$ cat config.mk
export PLATFORM = sky130hd
export DESIGN_NAME = sctp_test_port
export DESIGN_NICKNAME = d
export VERILOG_FILES = /design/src/design/sctp_sync.v /design/src/design/sctp_test_port.v
export VERILOG_INCLUDE_DIRS = /design/src /design/src/design
export SDC_FILE = /design/constraint.sdc
export NUM_CORES = 1
export LEC_CHECK = 0
export ABC_AREA = 1
export ABC_CLOCK_PERIOD_IN_PS = 1400
export BUFFER_PORTS_ARGS = -buffer_cell sky130_fd_sc_hd__buf_2
export CORE_ASPECT_RATIO = 0.6
export CORE_MARGIN = 2
export CORE_UTILIZATION = 30
export CTS_BUF_LIST = sky130_fd_sc_hd__clkbuf_2 sky130_fd_sc_hd__clkbuf_4 sky130_fd_sc_hd__clkbuf_8
export DETAILED_ROUTE_END_ITERATION = 10
export PLACE_DENSITY = 0.59
export SLEW_MARGIN = 25
export SYNTH_ARGS = -nofsm -noshare
export SYNTH_HDL_FRONTEND = slang
export SYNTH_SLANG_ARGS = --single-unit
$ cat constraint.sdc
create_clock -name clock -period 1.4 [get_ports clock]
set_input_delay 0.28 -clock clock [delete_from_list [all_inputs] [get_ports clock]]
set_output_delay 0.28 -clock clock [all_outputs]
set_load 0.01 [all_outputs]
$ cat src/design/sctp_regs.vh
// Constants for the sensor conditioner test port.
`ifndef SCTP_REGS_VH
`define SCTP_REGS_VH
`define SCTP_DATA_W        12
`define SCTP_ADDR_W        8
`define SCTP_INSTR_W       16
`define SCTP_CMD_W         4
`define SCTP_CMD_READ_A    4'h8
`define SCTP_CMD_READ_B    4'hA
`define SCTP_CMD_CONVERT   4'h8
`define SCTP_EOC_NS        1000
`define SCTP_CLK_NS        25
`define SCTP_EOC_CYC       ((`SCTP_EOC_NS + `SCTP_CLK_NS - 1) / `SCTP_CLK_NS)
`endif

$ cat src/design/sctp_sync.v
// Two-flop synchroniser for a group of asynchronous inputs.
`timescale 1ns/1ps
`default_nettype none
module sctp_sync #(
    parameter W = 1,
    parameter [W-1:0] INIT = {W{1'b0}}
) (
    // Clock and reset
    input  wire         clock,
    input  wire         arst_n,
    // Data
    input  wire [W-1:0] d,
    output reg  [W-1:0] q
);
    reg [W-1:0] meta;

    always @(posedge clock or negedge arst_n) begin
        if (!arst_n) begin
            meta <= INIT;
            q    <= INIT;
        end else begin
            meta <= d;
            q    <= meta;
        end
    end
endmodule // sctp_sync
`default_nettype wire

$ cat src/design/sctp_test_port.v
// Test and parallel output port of the sensor conditioner.
// Operation
// - Selected only while both selects high
// - Deselected: outputs released, inputs ignored
// - Serial line used only in test mode
// - Serial line returns instruction address and data
// - Serial line released until a read command arrives
// - Monitor output carries instruction results
// - Monitor output released when test low
// - Commands accepted after reset rising edge
// - Reset ignored while test low
// - End-of-conversion pulse; falling edge latches word
// - Word is 12 bits, MSB line 11
// - Start input delays conversion, defaults high
// - Serial output enabled after command 8/A
`timescale 1ns/1ps
`default_nettype none
`include "sctp_regs.vh"
module sctp_test_port #(
    parameter DATA_W  = `SCTP_DATA_W,
    parameter ADDR_W  = `SCTP_ADDR_W,
    parameter INSTR_W = `SCTP_INSTR_W,
    parameter EOC_CYC = `SCTP_EOC_CYC
) (
    // Clock and reset
    input  wire               clock,
    input  wire               arst_n,
    // Pins from the test system
    input  wire               select_in_a,
    input  wire               select_in_b,
    input  wire               test_mode,
    input  wire               reset_pin,
    input  wire               start_pin,
    input  wire               oscillator_input,
    // Bidirectional serial line
    input  wire               serial_io_in,
    output reg                serial_io_out,
    output wire               serial_io_oe,
    // Serial monitor output
    output reg                serial_monitor_out,
    output wire               serial_monitor_oe,
    // Parallel result
    output reg  [DATA_W-1:0]  data_out,
    output wire               data_oe,
    output reg                eoc_out,
    output wire               eoc_oe,
    // Processor side
    input  wire [ADDR_W-1:0]  proc_addr,
    input  wire [INSTR_W-1:0] proc_instr,
    input  wire [INSTR_W-1:0] proc_result,
    input  wire               result_valid,
    input  wire [DATA_W-1:0]  result_word,
    output reg  [`SCTP_CMD_W-1:0] cmd_code,
    output reg                cmd_valid,
    output wire               conv_start
);
    localparam FR_W = ADDR_W + INSTR_W;
    localparam ST_IDLE = 2'd0;
    localparam ST_PULSE = 2'd1;
    localparam ST_WAIT = 2'd2;

    wire [5:0] sy;
    reg        osc_q;
    reg        rst_q;
    reg        armed;
    reg        io_en;
    reg  [2:0] bit_cnt;
    reg  [FR_W-1:0] shift_io;
    reg  [INSTR_W-1:0] shift_mon;
    reg  [1:0] state;
    reg  [15:0] eoc_cnt;

    // Selects, reset and start idle high like their pull-ups.
    sctp_sync #(.W(6), .INIT(6'h2B)) u_sync (
        .clock  (clock),
        .arst_n (arst_n),
        .d      ({start_pin, test_mode, reset_pin, serial_io_in,
                  select_in_b, select_in_a}),
        .q      (sy)
    );

    wire sel_a = sy[0];
    wire sel_b = sy[1];
    wire sdin  = sy[2];
    wire rst_s = sy[3];
    wire tst_s = sy[4];
    wire start = sy[5];
    wire osc_s;

    sctp_sync #(.W(1), .INIT(1'b0)) u_osc (
        .clock  (clock),
        .arst_n (arst_n),
        .d      (oscillator_input),
        .q      (osc_s)
    );

    wire selected = sel_a & sel_b;
    wire in_test  = selected & tst_s;
    wire osc_rise = osc_s & ~osc_q;

    // Both read codes enable the returned frame on the serial line.
    function is_read_cmd;
        input [`SCTP_CMD_W-1:0] c;
        begin
            is_read_cmd = (c == `SCTP_CMD_READ_A) ||
                          (c == `SCTP_CMD_READ_B);
        end
    endfunction

    assign serial_io_oe      = in_test & io_en;
    assign serial_monitor_oe = in_test;
    assign data_oe           = selected;
    assign eoc_oe            = selected;
    // Start is high when unconnected, so conversions run freely.
    assign conv_start        = selected & start;

    always @(posedge clock or negedge arst_n) begin
        if (!arst_n) begin
            osc_q <= 1'b0;
            rst_q <= 1'b1;
            armed <= 1'b0;
            io_en <= 1'b0;
            bit_cnt <= 3'd0;
            cmd_code <= 4'h0;
            cmd_valid <= 1'b0;
        end else begin
            osc_q <= osc_s;
            rst_q <= rst_s;
            cmd_valid <= 1'b0;
            // A deselect drops the arming and the serial output, so a unit
            // never drives the shared line until it is commanded again.
            if (!selected) begin
                io_en <= 1'b0;
                armed <= 1'b0;
                bit_cnt <= 3'd0;
            end else if (tst_s) begin
                if (rst_s & ~rst_q) begin
                    armed <= 1'b1;
                    bit_cnt <= 3'd0;
                end else if (armed & osc_rise & ~io_en) begin
                    // Commands shift in MSB first on the tester clock.
                    if (bit_cnt == 3'd3) begin
                        cmd_valid <= 1'b1;
                        if (is_read_cmd({cmd_code[2:0], sdin})) begin
                            io_en <= 1'b1;
                        end
                        bit_cnt <= 3'd0;
                    end else begin
                        bit_cnt <= bit_cnt + 3'd1;
                    end
                    cmd_code <= {cmd_code[2:0], sdin};
                end
            end
            // Reset pin changes without test mode are not acted upon.
        end
    end

    // Returned frames: address then instruction on the serial line, result on the monitor, MSB first.
    always @(posedge clock or negedge arst_n) begin
        if (!arst_n) begin
            shift_io <= {FR_W{1'b0}};
            shift_mon <= {INSTR_W{1'b0}};
            serial_io_out <= 1'b0;
            serial_monitor_out <= 1'b0;
        end else if (in_test) begin
            if (result_valid) begin
                // A result is a single-cycle strobe, so it loads the
                // frames at once instead of waiting for a tester edge.
                shift_io <= {proc_addr, proc_instr};
                shift_mon <= proc_result;
            end else if (osc_rise) begin
                if (io_en) begin
                    serial_io_out <= shift_io[FR_W-1];
                    shift_io <= {shift_io[FR_W-2:0], 1'b0};
                end
                serial_monitor_out <= shift_mon[INSTR_W-1];
                shift_mon <= {shift_mon[INSTR_W-2:0], 1'b0};
            end
        end
    end

    // Word loads first, then the strobe rises, so the falling edge
    // always finds settled data.
    always @(posedge clock or negedge arst_n) begin
        if (!arst_n) begin
            state <= ST_IDLE;
            eoc_out <= 1'b0;
            eoc_cnt <= 16'h0000;
            data_out <= {DATA_W{1'b0}};
        end else begin
            case (state)
            ST_IDLE: begin
                if (result_valid) begin
                    data_out <= result_word;
                    state <= ST_PULSE;
                end
            end
            ST_PULSE: begin
                eoc_out <= 1'b1;
                eoc_cnt <= 16'h0001;
                state <= ST_WAIT;
            end
            ST_WAIT: begin
                // A result that arrives during the pulse is dropped, which
                // keeps the word steady for whoever captures on the fall.
                if (eoc_cnt >= EOC_CYC[15:0]) begin
                    eoc_out <= 1'b0;
                    state <= ST_IDLE;
                end else begin
                    eoc_cnt <= eoc_cnt + 16'h0001;
                end
            end
            default: state <= ST_IDLE;
            endcase
        end
    end
endmodule // sctp_test_port
`default_nettype wire

==> results of run 1 <==
cells by family (layout without fill, tap and decap cells):
logic type | Yosys count | in the layout | synth area share (%)
buffers and inverters | 90 | 201 | 9.31
AO/OA/AOI/OAI | 91 | 91 | 12.0
XOR/XNOR | 3 | 3 | 0.606
adder cells (fa/ha/maj) | 3 | 3 | 0.865
flip-flops | 99 | 99 | 57.4
AND/OR/NAND/NOR | 203 | 203 | 19.9
sequential cells by signal, indices dropped and copies added, names as in the netlist, 2 cells and up:
signal       cells
data_out        12
shift_io        24
shift_mon       16
state            2
bit_cnt          3
cmd_code         4
u_sync.q         6
u_sync.meta      6
eoc_cnt         16
synth_stat cells, types with 2 or more instances:
cell / instances / area (um^2)
sky130_fd_sc_hd__clkbuf_1: 4 / 15.0
sky130_fd_sc_hd__nand2_4: 2 / 22.5
sky130_fd_sc_hd__nor2_1: 33 / 124
sky130_fd_sc_hd__nand3_1: 13 / 65.1
sky130_fd_sc_hd__xor2_1: 3 / 26.3
sky130_fd_sc_hd__inv_1: 68 / 255
sky130_fd_sc_hd__a21oi_1: 3 / 15.0
sky130_fd_sc_hd__nor2_4: 2 / 22.5
sky130_fd_sc_hd__o21ai_1: 7 / 35.0
sky130_fd_sc_hd__o21ai_2: 13 / 114
sky130_fd_sc_hd__buf_2: 7 / 35.0
sky130_fd_sc_hd__nand2_1: 140 / 526
sky130_fd_sc_hd__dfstp_2: 9 / 236
sky130_fd_sc_hd__buf_6: 2 / 22.5
sky130_fd_sc_hd__o21ai_0: 65 / 325
sky130_fd_sc_hd__buf_4: 5 / 37.5
sky130_fd_sc_hd__nand2_2: 8 / 50.1
sky130_fd_sc_hd__dfrtp_1: 90 / 2250
sky130_fd_sc_hd__buf_8: 2 / 30.0
sky130_fd_sc_hd__ha_1: 3 / 37.5
critical path, cell delays in order, from the launching register on:
cell                       delay, ns
sky130_fd_sc_hd__dfstp_2        0.56
sky130_fd_sc_hd__nand2_4        0.07
sky130_fd_sc_hd__clkinv_4       0.07
sky130_fd_sc_hd__nand2_8        0.06
sky130_fd_sc_hd__nor2_4         0.10
sky130_fd_sc_hd__buf_6          0.11
routing by layer:
layer	wire length, um	part of all wire, %	up-vias	track usage, %
met2	4050	42	73	18.2
met5	0	0	-	0
met3	511	5.4	10	3.93
li1	-	-	1715	-
met4	81	0.85	0	3.01
met1	4900	51	1572	19.6
stage by stage:
step	area, um^2	hold slack (ns)	power (mW)	std cells	TNS (ns)
finish	5730	0.0305	7.29	792	-1.86
global placement	5010	0.206	5.25	757	0
CTS	5740	0.0135	7.38	797	-3.31
global route	5730	0.000273	7.79	792	-5.19
detailed placement	5010	0.215	5.31	757	-0.356
floorplan	4340	-0.0156	4.69	489	0
how the worst max path moves through the flow:
stage                 from      endpoint  cells after the start
4_1_cts        u_sync.q[1]  serial_io_oe                      5
3_5_place_dp   u_sync.q[0]  shift_io[17]                      6
3_3_place_gp   u_sync.q[0]  shift_io[16]                      6
6_report       u_sync.q[1]  serial_io_oe                      5
2_1_floorplan  u_sync.q[0]   shift_io[3]                      7
5_1_grt        u_sync.q[1]  serial_io_oe                      5
power breakdown:
| group | leakage, nW | internal, mW | switching, mW |
|---|---|---|---|
| registers | 1.24 | 3.37 | 0.248 |
| logic | 1.57 | 0.703 | 1.07 |
| clock network | 0.0957 | 0.916 | 0.982 |
layout make-up:
| type | count | area (um^2) |
|---|---|---|
| clock buffers | 12 | 153 |
| clock inverters | 4 | 52.6 |
| fillers | 1370 | 8140 |
| inverters | 70 | 268 |
| multi-input cells | 300 | 1650 |
| flip-flops and latches | 99 | 2490 |
| well taps | 192 | 240 |
| repair buffers | 115 | 877 |
cells in the final DEF, fill, tap and decap left out, types with 9 or more instances in the layout:
master / instances
sky130_fd_sc_hd__nand3_1: 13
sky130_fd_sc_hd__o21ai_0: 56
sky130_fd_sc_hd__buf_4: 9
sky130_fd_sc_hd__nand2_1: 123
sky130_fd_sc_hd__dfstp_2: 9
sky130_fd_sc_hd__nor2_1: 28
sky130_fd_sc_hd__clkbuf_8: 10
sky130_fd_sc_hd__nand2_4: 18
sky130_fd_sc_hd__inv_1: 67
sky130_fd_sc_hd__dfrtp_1: 90
sky130_fd_sc_hd__buf_2: 81
sky130_fd_sc_hd__o21ai_2: 23
what timing repair did:
action / in CTS / in global routing
cloned: 7 / 0
hold buffers: 6 / 0
buffers inserted: 11 / 1
pin swaps: 2 / 2
resized for setup: 54 / 31
hold endpoints to repair: 25 / 0
setup endpoints to repair: 29 / 51
==> impl_metrics.prom, run 1 <==
# TYPE chip_impl_metric gauge
chip_impl_metric{name="htree_num_levels",unit=""} 3
chip_impl_metric{name="final_max_slew_violation_count",unit=""} 0
chip_impl_info{name="r2r-start",value="u_sync.q[1]"} 1
chip_impl_info{name="grt_setup_unrepaired",value="yes"} 1
chip_impl_metric{name="required",unit="ns"} 1.12
chip_impl_metric{name="layout.core_utilization",unit="%"} 41.3
chip_impl_metric{name="synth_warnings",unit=""} 0
chip_impl_metric{name="antenna_violations_before_repair",unit=""} 0
chip_impl_metric{name="routabilityCongestion",unit=""} 0.731
chip_impl_metric{name="timing.final.hold_violations",unit=""} 0
chip_impl_info{name="hold-path-endpoint",value="u_osc.meta"} 1
chip_impl_metric{name="number_of_buffers_inserted_during_clock_tree_synthesis",unit=""} 9
chip_impl_metric{name="worst_reg2reg_path_length_in_cells",unit=""} 9
chip_impl_metric{name="area_of_the_placeable_core",unit="um^2"} 13900
chip_impl_metric{name="worst_slack",unit="ns"} -0.199
chip_impl_metric{name="wire_per_inst",unit="um"} 12.1
chip_impl_metric{name="critPathMaxFanout",unit=""} 4
chip_impl_metric{name="yosys.cell_types.count",unit=""} 30
chip_impl_metric{name="route.detailed.vias_per_inst",unit=""} 4.26
chip_impl_metric{name="worst_pin_slew",unit="ns"} 0.422
chip_impl_metric{name="clkTransAtPathRegs",unit="ns"} 0.09
chip_impl_metric{name="gr-total-overflow",unit=""} 0
chip_impl_metric{name="synth_seq_cells",unit=""} 99
chip_impl_metric{name="cp_data_arrival_time",unit="ns"} 1.32
chip_impl_metric{name="detail_route.first_pass.iterations",unit=""} 4
chip_impl_metric{name="final_min_period_over_clock_period",unit="%"} 114
chip_impl_metric{name="final_net_count",unit=""} 660
chip_impl_metric{name="post_synth.cell_area_avg",unit="um^2"} 8.87
chip_impl_metric{name="finalClockSkew",unit="ns"} 0.0115
chip_impl_metric{name="max_cap_viol_count",unit=""} 0
chip_impl_metric{name="placed_wire_length_estimate_after_detailed_placement",unit="um"} 6320
chip_impl_metric{name="power.density_cell_area",unit="nW/um^2"} 1270
chip_impl_info{name="synth-main-ff-cell",value="sky130_fd_sc_hd__dfrtp_1"} 1
chip_impl_metric{name="number_of_global_route_vias_before_repair",unit=""} 3294
chip_impl_info{name="critical_path.startpoint_type",value="register"} 1
chip_impl_metric{name="syn-instance-count",unit=""} 489
chip_impl_metric{name="route.detailed.drc",unit=""} 0
chip_impl_metric{name="drt-total-wl",unit="um"} 9550
chip_impl_metric{name="initial_utilization",unit="%"} 31.3
chip_impl_info{name="cts_root_buffer",value="sky130_fd_sc_hd__clkbuf_8"} 1
chip_impl_metric{name="synth_area",unit="um^2"} 4340
chip_impl_metric{name="min_delay_path_depth",unit=""} 1
chip_impl_metric{name="antenna_cells_inserted",unit=""} 0
chip_impl_metric{name="syn-num-nets",unit=""} 554
chip_impl_info{name="timing.rr.end",value="shift_io[20]"} 1
chip_impl_metric{name="vdd_ir_drop_max",unit="V"} 0.000478
chip_impl_metric{name="final.min_clock_period",unit="ns"} 1.60
chip_impl_metric{name="drive_gt1_share",unit="%"} 33.0
chip_impl_metric{name="layout-area-overhead-vs-synth",unit="%"} 32.0
chip_impl_metric{name="placementRows",unit=""} 33
chip_impl_metric{name="die-height",unit="um"} 97.2
chip_impl_info{name="status",value="finished with violations"} 1
chip_impl_metric{name="post-place-ws",unit="ns"} -0.0452
chip_impl_info{name="hp-class",value="in -> reg"} 1
chip_impl_metric{name="clockBufferDepth",unit=""} 2
chip_impl_info{name="violations_in_the_final_reports",value="setup timing"} 1
chip_impl_metric{name="yosysSeqAreaShare",unit="%"} 57.4
chip_impl_metric{name="synth_enable_flop_cells",unit=""} 0
chip_impl_metric{name="total_clock_sinks",unit=""} 99
chip_impl_metric{name="max_freq",unit="MHz"} 625
chip_impl_metric{name="floorplan.die.width",unit="um"} 159
chip_impl_metric{name="p_leak",unit="nW"} 2.91
chip_impl_info{name="worstSetupEndpointType",value="output port"} 1
chip_impl_metric{name="clock_latency",unit="ns"} 0.36
chip_impl_metric{name="io_buffers",unit=""} 86
chip_impl_metric{name="vias_after_detailed_routing",unit=""} 3370
chip_impl_metric{name="timing.slew.headroom",unit="%"} 71.6
chip_impl_metric{name="drt_iter0_markers",unit=""} 146
chip_impl_info{name="worst_hold_startpoint",value="oscillator_input"} 1
chip_impl_metric{name="grtUsageTotal",unit="%"} 13.0
chip_impl_info{name="cts_tree",value="yes"} 1
chip_impl_metric{name="design.die.area",unit="um^2"} 15500
chip_impl_metric{name="worst-r2r-setup-slack",unit="ns"} -0.08
chip_impl_metric{name="setup_violations",unit=""} 31
chip_impl_metric{name="pin_count",unit=""} 87
chip_impl_metric{name="synth_async_sr_flop_share",unit="%"} 100
chip_impl_metric{name="maximum_number_of_pins_on_one_net_before_global_route_repair",unit=""} 69
chip_impl_info{name="worst-setup-path-type",value="reg -> out"} 1
chip_impl_metric{name="grt_pass1_wl",unit="um"} 16500
chip_impl_metric{name="drtAntennaViolNets",unit=""} 0
Power figures use the tool's default switching activity.
==> inputs of run 2 (changes only) <==
SETUP_SLACK_MARGIN = 0.05   (was default)
SYNTH_HIERARCHICAL = 1   (was default)
==> run 2 against run 1 <==
  * The flow still finishes with violations (setup timing)
  * Sequential cell count unchanged
  * Routed wire length is 3.4% higher
  * Combinational power up 6%
  * Clock power is 3% lower
  * Count of clock-buffer cells in the layout fell by 3
  * Largest power group unchanged
  * Final area grew 3.1%
  * First-iteration DRC count up 15%
  * Final cell count increased by 4.2%
==> impl_metrics.prom, run 2 <==
# TYPE chip_impl_metric gauge
chip_impl_info{name="status",value="finished with violations"} 1
chip_impl_info{name="violations_in_the_final_reports",value="setup timing"} 1
chip_impl_metric{name="drtAntennaViolNets",unit=""} 0
chip_impl_metric{name="routabilityCongestion",unit=""} 0.747
chip_impl_metric{name="timing.slew.headroom",unit="%"} 79.0
chip_impl_metric{name="total_clock_sinks",unit=""} 99
chip_impl_info{name="synth-main-ff-cell",value="sky130_fd_sc_hd__dfrtp_1"} 1
chip_impl_info{name="worst-setup-path-type",value="reg -> out"} 1
chip_impl_info{name="layout.cells.most_common_list",value="sky130_fd_sc_hd__nand2_1, sky130_fd_sc_hd__dfrtp_1, sky130_fd_sc_hd__buf_2"} 1
chip_impl_metric{name="cp_data_arrival_time",unit="ns"} 1.37
chip_impl_metric{name="htree_num_levels",unit=""} 3
chip_impl_metric{name="clkTransAtPathRegs",unit="ns"} 0.11
chip_impl_metric{name="p_leak",unit="nW"} 2.95
chip_impl_metric{name="pin_count",unit=""} 87
chip_impl_metric{name="placed_cell_area",unit="um^2"} 5110
chip_impl_metric{name="wire_per_inst",unit="um"} 12.0
chip_impl_metric{name="maximum_number_of_pins_on_one_net_before_global_route_repair",unit=""} 49
chip_impl_metric{name="synth_warnings",unit=""} 6
chip_impl_metric{name="syn-instance-count",unit=""} 493
chip_impl_metric{name="placementRows",unit=""} 34
chip_impl_metric{name="final_net_count",unit=""} 686
chip_impl_metric{name="grt_pass1_wl",unit="um"} 16200
chip_impl_metric{name="route.detailed.drc",unit=""} 0
chip_impl_info{name="grt_setup_unrepaired",value="yes"} 1
chip_impl_metric{name="syn-num-nets",unit=""} 558
chip_impl_metric{name="final_max_slew_violation_count",unit=""} 0
chip_impl_metric{name="seqCellArea",unit="um^2"} 2490
chip_impl_info{name="hp-class",value="in -> reg"} 1
chip_impl_metric{name="gr-total-overflow",unit=""} 0
chip_impl_info{name="worst_path_cell_with_the_longest_stage_delay",value="sky130_fd_sc_hd__dfstp_2"} 1
chip_impl_info{name="r2r-start",value="u_sync/q[0]"} 1
chip_impl_metric{name="synth_top_area_share",unit="%"} 51.6
chip_impl_metric{name="critPathBufInv",unit=""} 2
chip_impl_info{name="cts_tree",value="yes"} 1
chip_impl_metric{name="area_of_the_placeable_core",unit="um^2"} 14300
chip_impl_metric{name="detail_route.first_pass.iterations",unit=""} 4
chip_impl_metric{name="cp_slowest_stage_delay",unit="ns"} 0.56
chip_impl_metric{name="vdd_ir_drop_max",unit="V"} 0.000756
chip_impl_info{name="synth.cells.most_frequent",value="sky130_fd_sc_hd__nand2_1, sky130_fd_sc_hd__dfrtp_1, sky130_fd_sc_hd__inv_1"} 1
chip_impl_metric{name="placed_wire_length_estimate_after_detailed_placement",unit="um"} 6310
chip_impl_metric{name="final_min_period_over_clock_period",unit="%"} 118
chip_impl_metric{name="final.min_clock_period",unit="ns"} 1.65
chip_impl_metric{name="io_buffers",unit=""} 86
chip_impl_info{name="netlist_top_cells_area",value="sky130_fd_sc_hd__dfrtp_1, sky130_fd_sc_hd__nand2_1, sky130_fd_sc_hd__o21ai_0"} 1
chip_impl_metric{name="multi_input_logic_area",unit="um^2"} 1560
chip_impl_info{name="synth.most_common_cell",value="sky130_fd_sc_hd__nand2_1"} 1
chip_impl_metric{name="yosys.cell_types.count",unit=""} 32
chip_impl_metric{name="worst_slack",unit="ns"} -0.249
chip_impl_metric{name="critPathMaxFanout",unit=""} 4
chip_impl_metric{name="synth_area",unit="um^2"} 4360
chip_impl_metric{name="drive_gt1_share",unit="%"} 34.2
chip_impl_info{name="timing.critical_path.to",value="serial_io_oe"} 1
chip_impl_metric{name="die-height",unit="um"} 97.4
chip_impl_metric{name="worst-r2r-setup-slack",unit="ns"} -0.25
chip_impl_metric{name="grtUsageTotal",unit="%"} 13.0
chip_impl_metric{name="post-place-ws",unit="ns"} -0.0496
chip_impl_metric{name="antenna_violations_before_repair",unit=""} 1
chip_impl_metric{name="synth_enable_flop_cells",unit=""} 0
chip_impl_metric{name="required",unit="ns"} 1.12
chip_impl_info{name="timing.rr.end",value="shift_io[15]"} 1
chip_impl_metric{name="number_of_flip_flops_in_the_largest_register",unit=""} 24
chip_impl_metric{name="floorplan.die.width",unit="um"} 160
chip_impl_metric{name="final_setup_tns",unit="ns"} -6.29
chip_impl_metric{name="max_cap_viol_count",unit=""} 0
chip_impl_metric{name="finalClockSkew",unit="ns"} 0.0120
chip_impl_metric{name="worst_pin_slew",unit="ns"} 0.315
chip_impl_metric{name="yosysSeqAreaShare",unit="%"} 57.0
chip_impl_info{name="netlist.top_cell.by_area",value="sky130_fd_sc_hd__dfrtp_1"} 1
chip_impl_metric{name="route.detailed.vias_per_inst",unit=""} 4.26
chip_impl_info{name="cts_root_buffer",value="sky130_fd_sc_hd__clkbuf_8"} 1
chip_impl_metric{name="clock_latency",unit="ns"} 0.37
chip_impl_metric{name="timing.final.hold_violations",unit=""} 0
chip_impl_info{name="top_reg_by_flops",value="shift_io"} 1
chip_impl_metric{name="initial_utilization",unit="%"} 30.4
chip_impl_info{name="cpLargestDelayFamily",value="flip-flops"} 1
chip_impl_metric{name="max_freq",unit="MHz"} 607
chip_impl_metric{name="number_of_global_route_vias_before_repair",unit=""} 3465
chip_impl_info{name="leading_cell_type_in_the_layout_fill_and_taps_excluded",value="sky130_fd_sc_hd__nand2_1"} 1
chip_impl_metric{name="post_synth.cell_area_avg",unit="um^2"} 8.85
chip_impl_metric{name="design.die.area",unit="um^2"} 15600
chip_impl_metric{name="setup_violations",unit=""} 29
chip_impl_metric{name="power.density_cell_area",unit="nW/um^2"} 1250
chip_impl_metric{name="number_of_buffers_inserted_during_clock_tree_synthesis",unit=""} 9
chip_impl_info{name="worstSetupEndpointType",value="output port"} 1
chip_impl_metric{name="worst_reg2reg_path_length_in_cells",unit=""} 10
chip_impl_info{name="critical_path.cell_chain",value="nand2_4, nor2_8, inv_2, nor2_4, buf_6"} 1
chip_impl_metric{name="layout-area-overhead-vs-synth",unit="%"} 35.3
chip_impl_metric{name="synth_async_sr_flop_share",unit="%"} 100
chip_impl_metric{name="cp.depth",unit=""} 5
chip_impl_info{name="startpoint",value="u_sync/q[0]"} 1
chip_impl_info{name="critical_path.startpoint_type",value="register"} 1
chip_impl_metric{name="synth_seq_cells",unit=""} 99
chip_impl_metric{name="stdcell_area",unit="um^2"} 5900
chip_impl_metric{name="num-fill-cells",unit=""} 1421
chip_impl_metric{name="vias_after_detailed_routing",unit=""} 3518
chip_impl_metric{name="drt-total-wl",unit="um"} 9870
chip_impl_info{name="largestRegisters",value="shift_io (24), eoc_cnt (16), shift_mon (16)"} 1
chip_impl_metric{name="clockBufferDepth",unit=""} 2
chip_impl_metric{name="drt_iter0_markers",unit=""} 168
[run 2: cell type report]
cell class	instances	area share [%]
Tap cell	198	4.20
Clock inverter	7	1.34
Timing Repair Buffer	136	19.0
Multi-Input combinational cell	302	26.3
Inverter	73	4.81
Antenna cell	1	0.0424
Sequential cell	99	42.1
Clock buffer	9	2.10
[run 2: worst register-to-register path, stage by stage, from the launching register on]
cell                        delay [ns]
sky130_fd_sc_hd__dfstp_2          0.56
sky130_fd_sc_hd__nand2_4          0.08
sky130_fd_sc_hd__nor2_8           0.11
sky130_fd_sc_hd__buf_4            0.13
sky130_fd_sc_hd__nand2_4          0.07
sky130_fd_sc_hd__a21oi_4          0.14
sky130_fd_sc_hd__buf_12           0.13
sky130_fd_sc_hd__buf_6            0.12
sky130_fd_sc_hd__clkbuf_16        0.15
sky130_fd_sc_hd__nand2_2          0.05
sky130_fd_sc_hd__o21ai_2          0.05
[run 2: logic make-up after synthesis]
kind of cell / count (synthesis) / share of synthesized area, %
xor gates and xnor gates: 2 / 0.402
buffers and inverters: 93 / 9.41
AOI/OAI and AO/OA: 90 / 12.0
and+or+nand+nor: 206 / 20.3
adders and majority gates: 3 / 0.860
DFF: 99 / 57.0
[run 2: per-layer routing]
metal  global-route usage [%]  up-vias  wire length (um)
met5                        0        -                 0
met4                     2.87        0                68
met2                     20.1       86              4400
met3                     4.61        8               675
li1                         -     1783                 -
met1                     17.4     1641              4720
[run 2: stage by stage]
| stage | total power [mW] | util, % | instances | hold WS, ns |
|---|---|---|---|---|
| 2_1_floorplan | 4.73 | - | 493 | -0.0156 |
| 3_3_place_gp | 5.32 | 35.6 | 775 | 0.154 |
| 3_5_place_dp | 5.40 | 35.6 | 775 | 0.158 |
| 4_1_cts | 7.36 | 39.3 | 810 | 0.0781 |
| 5_1_grt | 7.92 | 41.2 | 824 | 0.0917 |
| 6_report | 7.39 | 41.2 | 825 | 0.109 |
[run 2: repair_timing]
| action | in CTS | in global routing |
|---|---|---|
| endpoints found under the hold margin | 19 | 0 |
| hold buffers | 8 | 0 |
| resized for setup | 28 | 29 |
| cloned | 4 | 6 |
| pin swaps | 4 | 11 |
| setup endpoints to repair | 29 | 65 |
| setup buffers | 7 | 8 |
[run 2: worst min path at each step]
stage | start | endpoint | slack, ns | depth (start not counted)
after floorplan | arst_n | armed | -0.02 | 0
after global placement | arst_n | u_sync/q[2] | 0.15 | 1
after detailed placement | arst_n | u_sync/meta[2] | 0.16 | 1
after CTS | result_word[5] | data_out[5] | 0.08 | 3
after global routing | result_word[0] | data_out[0] | 0.09 | 3
final | result_word[10] | data_out[10] | 0.11 | 3
[run 2: where the power goes]
group	internal [mW]	switching (mW)	total [mW]
Clock	0.708	1.13	1.84
Sequential	3.41	0.265	3.67
Combinational	0.793	1.08	1.87
Total	4.91	2.48	7.39
==> inputs of run 3 (changes only) <==
SYNTH_HIERARCHICAL = default   (was 1)
==> run 3 against run 2 <==
  * Utilization increased by 2.3 points
  * Critical path depth unchanged
  * Die area fell by 0.53%
  * Final area is 2.2% higher
  * The flow still finishes with violations (setup timing)
  * Sequential cell count did not move
  * Clock skew increased by 0.00090 ns
  * Setup slack gained 0.045 ns
==> impl_metrics.prom, run 3 (synthesis gave the netlist of run 1 again) <==
# TYPE chip_impl_metric gauge
chip_impl_metric{name="critPathMaxFanout",unit=""} 4
chip_impl_info{name="violations_in_the_final_reports",value="setup timing"} 1
chip_impl_metric{name="pin_count",unit=""} 87
chip_impl_metric{name="drtAntennaViolNets",unit=""} 0
chip_impl_metric{name="total_clock_sinks",unit=""} 99
chip_impl_metric{name="final_net_count",unit=""} 668
chip_impl_metric{name="grtUsageTotal",unit="%"} 13.5
chip_impl_metric{name="final.hold.worst_slack",unit="ns"} 0.0290
chip_impl_metric{name="clock_latency",unit="ns"} 0.37
chip_impl_metric{name="gr-total-overflow",unit=""} 0
chip_impl_metric{name="dp_cells",unit=""} 757
chip_impl_metric{name="number_of_buffers_inserted_during_clock_tree_synthesis",unit=""} 9
chip_impl_info{name="layout.cells.most_common_list",value="sky130_fd_sc_hd__nand2_1, sky130_fd_sc_hd__dfrtp_1, sky130_fd_sc_hd__buf_2"} 1
chip_impl_metric{name="drt-total-wl",unit="um"} 10100
chip_impl_metric{name="io_buffers",unit=""} 86
chip_impl_metric{name="max_freq",unit="MHz"} 624
chip_impl_metric{name="layout-area-overhead-vs-synth",unit="%"} 39.0
chip_impl_info{name="leading_cell_type_in_the_layout_fill_and_taps_excluded",value="sky130_fd_sc_hd__nand2_1"} 1
chip_impl_metric{name="number_of_flip_flops_in_the_largest_register",unit=""} 24
chip_impl_metric{name="worst-r2r-setup-slack",unit="ns"} -0.16
chip_impl_metric{name="drt_iter0_markers",unit=""} 162
chip_impl_info{name="critical_path.startpoint_type",value="register"} 1
chip_impl_metric{name="clkTransAtPathRegs",unit="ns"} 0.09
chip_impl_metric{name="final.min_clock_period",unit="ns"} 1.60
chip_impl_info{name="top_reg_by_flops",value="shift_io"} 1
chip_impl_info{name="hp-class",value="in -> reg"} 1
chip_impl_metric{name="vias_after_detailed_routing",unit=""} 3448
chip_impl_info{name="status",value="finished with violations"} 1
chip_impl_metric{name="timing.final.hold_violations",unit=""} 0
chip_impl_metric{name="worst_pin_slew",unit="ns"} 0.378
chip_impl_info{name="cts_tree",value="yes"} 1
chip_impl_metric{name="route.detailed.vias_per_inst",unit=""} 4.30
chip_impl_metric{name="finalClockSkew",unit="ns"} 0.0129
chip_impl_info{name="grt_setup_unrepaired",value="yes"} 1
chip_impl_metric{name="maximum_number_of_pins_on_one_net_before_global_route_repair",unit=""} 69
chip_impl_metric{name="vdd_ir_drop_max",unit="V"} 0.000479
chip_impl_metric{name="htree_num_levels",unit=""} 3
chip_impl_metric{name="routabilityCongestion",unit=""} 0.731
chip_impl_metric{name="antenna_violations_before_repair",unit=""} 0
chip_impl_metric{name="placed_wire_length_estimate_after_detailed_placement",unit="um"} 6320
chip_impl_metric{name="number_of_global_route_vias_before_repair",unit=""} 3345
chip_impl_metric{name="p_leak",unit="nW"} 3.05
chip_impl_metric{name="detail_route.first_pass.iterations",unit=""} 4
chip_impl_metric{name="grt_pass1_wl",unit="um"} 16900
chip_impl_info{name="worst-setup-path-type",value="reg -> out"} 1
chip_impl_metric{name="p_total",unit="mW"} 7.43
chip_impl_metric{name="final_max_slew_violation_count",unit=""} 0
chip_impl_metric{name="timing.slew.headroom",unit="%"} 74.8
chip_impl_metric{name="route.detailed.drc",unit=""} 0
chip_impl_info{name="worstSetupEndpointType",value="output port"} 1
chip_impl_metric{name="floorplan.die.width",unit="um"} 159
chip_impl_info{name="largestRegisters",value="shift_io (24), eoc_cnt (16), shift_mon (16)"} 1
chip_impl_metric{name="power.density_cell_area",unit="nW/um^2"} 1230
chip_impl_metric{name="die-height",unit="um"} 97.2
chip_impl_metric{name="cp_data_arrival_time",unit="ns"} 1.32
chip_impl_metric{name="worst_slack",unit="ns"} -0.204
chip_impl_metric{name="final_min_period_over_clock_period",unit="%"} 115
chip_impl_metric{name="initial_utilization",unit="%"} 31.3
chip_impl_info{name="cts_root_buffer",value="sky130_fd_sc_hd__clkbuf_8"} 1
chip_impl_metric{name="area_of_the_placeable_core",unit="um^2"} 13900
chip_impl_metric{name="clockBufferDepth",unit=""} 2
chip_impl_metric{name="setup_violations",unit=""} 45
chip_impl_metric{name="drive_gt1_share",unit="%"} 37.7
chip_impl_metric{name="placementRows",unit=""} 33
chip_impl_metric{name="max_cap_viol_count",unit=""} 0
chip_impl_metric{name="wire_per_inst",unit="um"} 12.6
chip_impl_metric{name="layoutNonFillerInstCount",unit=""} 801
chip_impl_metric{name="final_setup_tns",unit="ns"} -4.87
chip_impl_metric{name="design.die.area",unit="um^2"} 15500
chip_impl_metric{name="post-place-ws",unit="ns"} -0.0452
chip_impl_metric{name="required",unit="ns"} 1.12
run 3: changes by cell type in the layout (fill, tap and decap cells not counted), moves of 4 or more:
cell and delta:
sky130_fd_sc_hd__buf_12 +6, sky130_fd_sc_hd__buf_16 +4, sky130_fd_sc_hd__buf_4 -12, sky130_fd_sc_hd__buf_6 -8, sky130_fd_sc_hd__clkbuf_16 -4, sky130_fd_sc_hd__nand2_1 -17
sky130_fd_sc_hd__nand2_2 -4, sky130_fd_sc_hd__nand2_4 +16, sky130_fd_sc_hd__nor2_2 -4, sky130_fd_sc_hd__o21ai_0 -8, sky130_fd_sc_hd__o21ai_1 -7, sky130_fd_sc_hd__o21ai_2 +16
run 3: cell type report:
| cell class | count | area (um^2) |
|---|---|---|
| Tap cell | 192 | 240 |
| Multi-Input combinational cell | 300 | 1760 |
| Antenna cell | 1 | 2.50 |
| Sequential cell | 99 | 2490 |
| Clock inverter | 4 | 52.6 |
| Clock buffer | 12 | 153 |
| Inverter | 70 | 268 |
| Timing Repair Buffer | 123 | 1070 |
| Fill cell | 1346 | 7840 |
run 3: timing repair:
item | in CTS | in global routing
hold buffers | 6 | 0
endpoints found under the setup margin | 48 | 60
hold endpoints to repair | 25 | 0
resized for setup | 60 | 71
buffers inserted | 13 | 1
cloned | 10 | 0
pin swaps | 2 | 2
run 3: critical path, cell delays in order (launching register included):
cell	delay, ns
sky130_fd_sc_hd__dfstp_2	0.56
sky130_fd_sc_hd__nand2_4	0.07
sky130_fd_sc_hd__clkinv_4	0.07
sky130_fd_sc_hd__nand2_8	0.06
sky130_fd_sc_hd__nor2_4	0.10
sky130_fd_sc_hd__buf_6	0.11
run 3: through the flow:
stage | cell area (um^2) | util, %
floorplan | 4340 | -
global placement | 5010 | 36.1
detailed placement | 5010 | 36.1
CTS | 5870 | 42.3
global route | 6030 | 43.5
finish | 6030 | 43.5
run 3: power by group:
part / internal, mW / total [mW] / switching, mW
combinational: 0.771 / 1.90 / 1.13
clock: 0.916 / 1.91 / 0.997
sequential: 3.37 / 3.62 / 0.251
total: 5.06 / 7.43 / 2.38
run 3: final timing paths:
check	start	end	depth (start not counted)
setup / recovery	u_sync.q[1]	serial_io_oe	5
hold / removal	oscillator_input	u_osc.meta	1
setup reg to reg	u_sync.q[1]	shift_io[5]	10
hold reg to reg	u_sync.meta[2]	u_sync.q[2]	0
max in group asynchronous	arst_n	data_out[9]	3
min in group asynchronous	arst_n	shift_mon[7]	2
run 3: metal layers:
| layer | global-route usage, % | up-vias | part of all wire (%) |
|---|---|---|---|
| li1 | - | 1741 | - |
| met1 | 20.3 | 1613 | 51 |
| met2 | 18.9 | 84 | 42 |
| met3 | 3.84 | 10 | 5.7 |
| met4 | 2.94 | 0 | 0.80 |
| met5 | 0 | - | 0 |
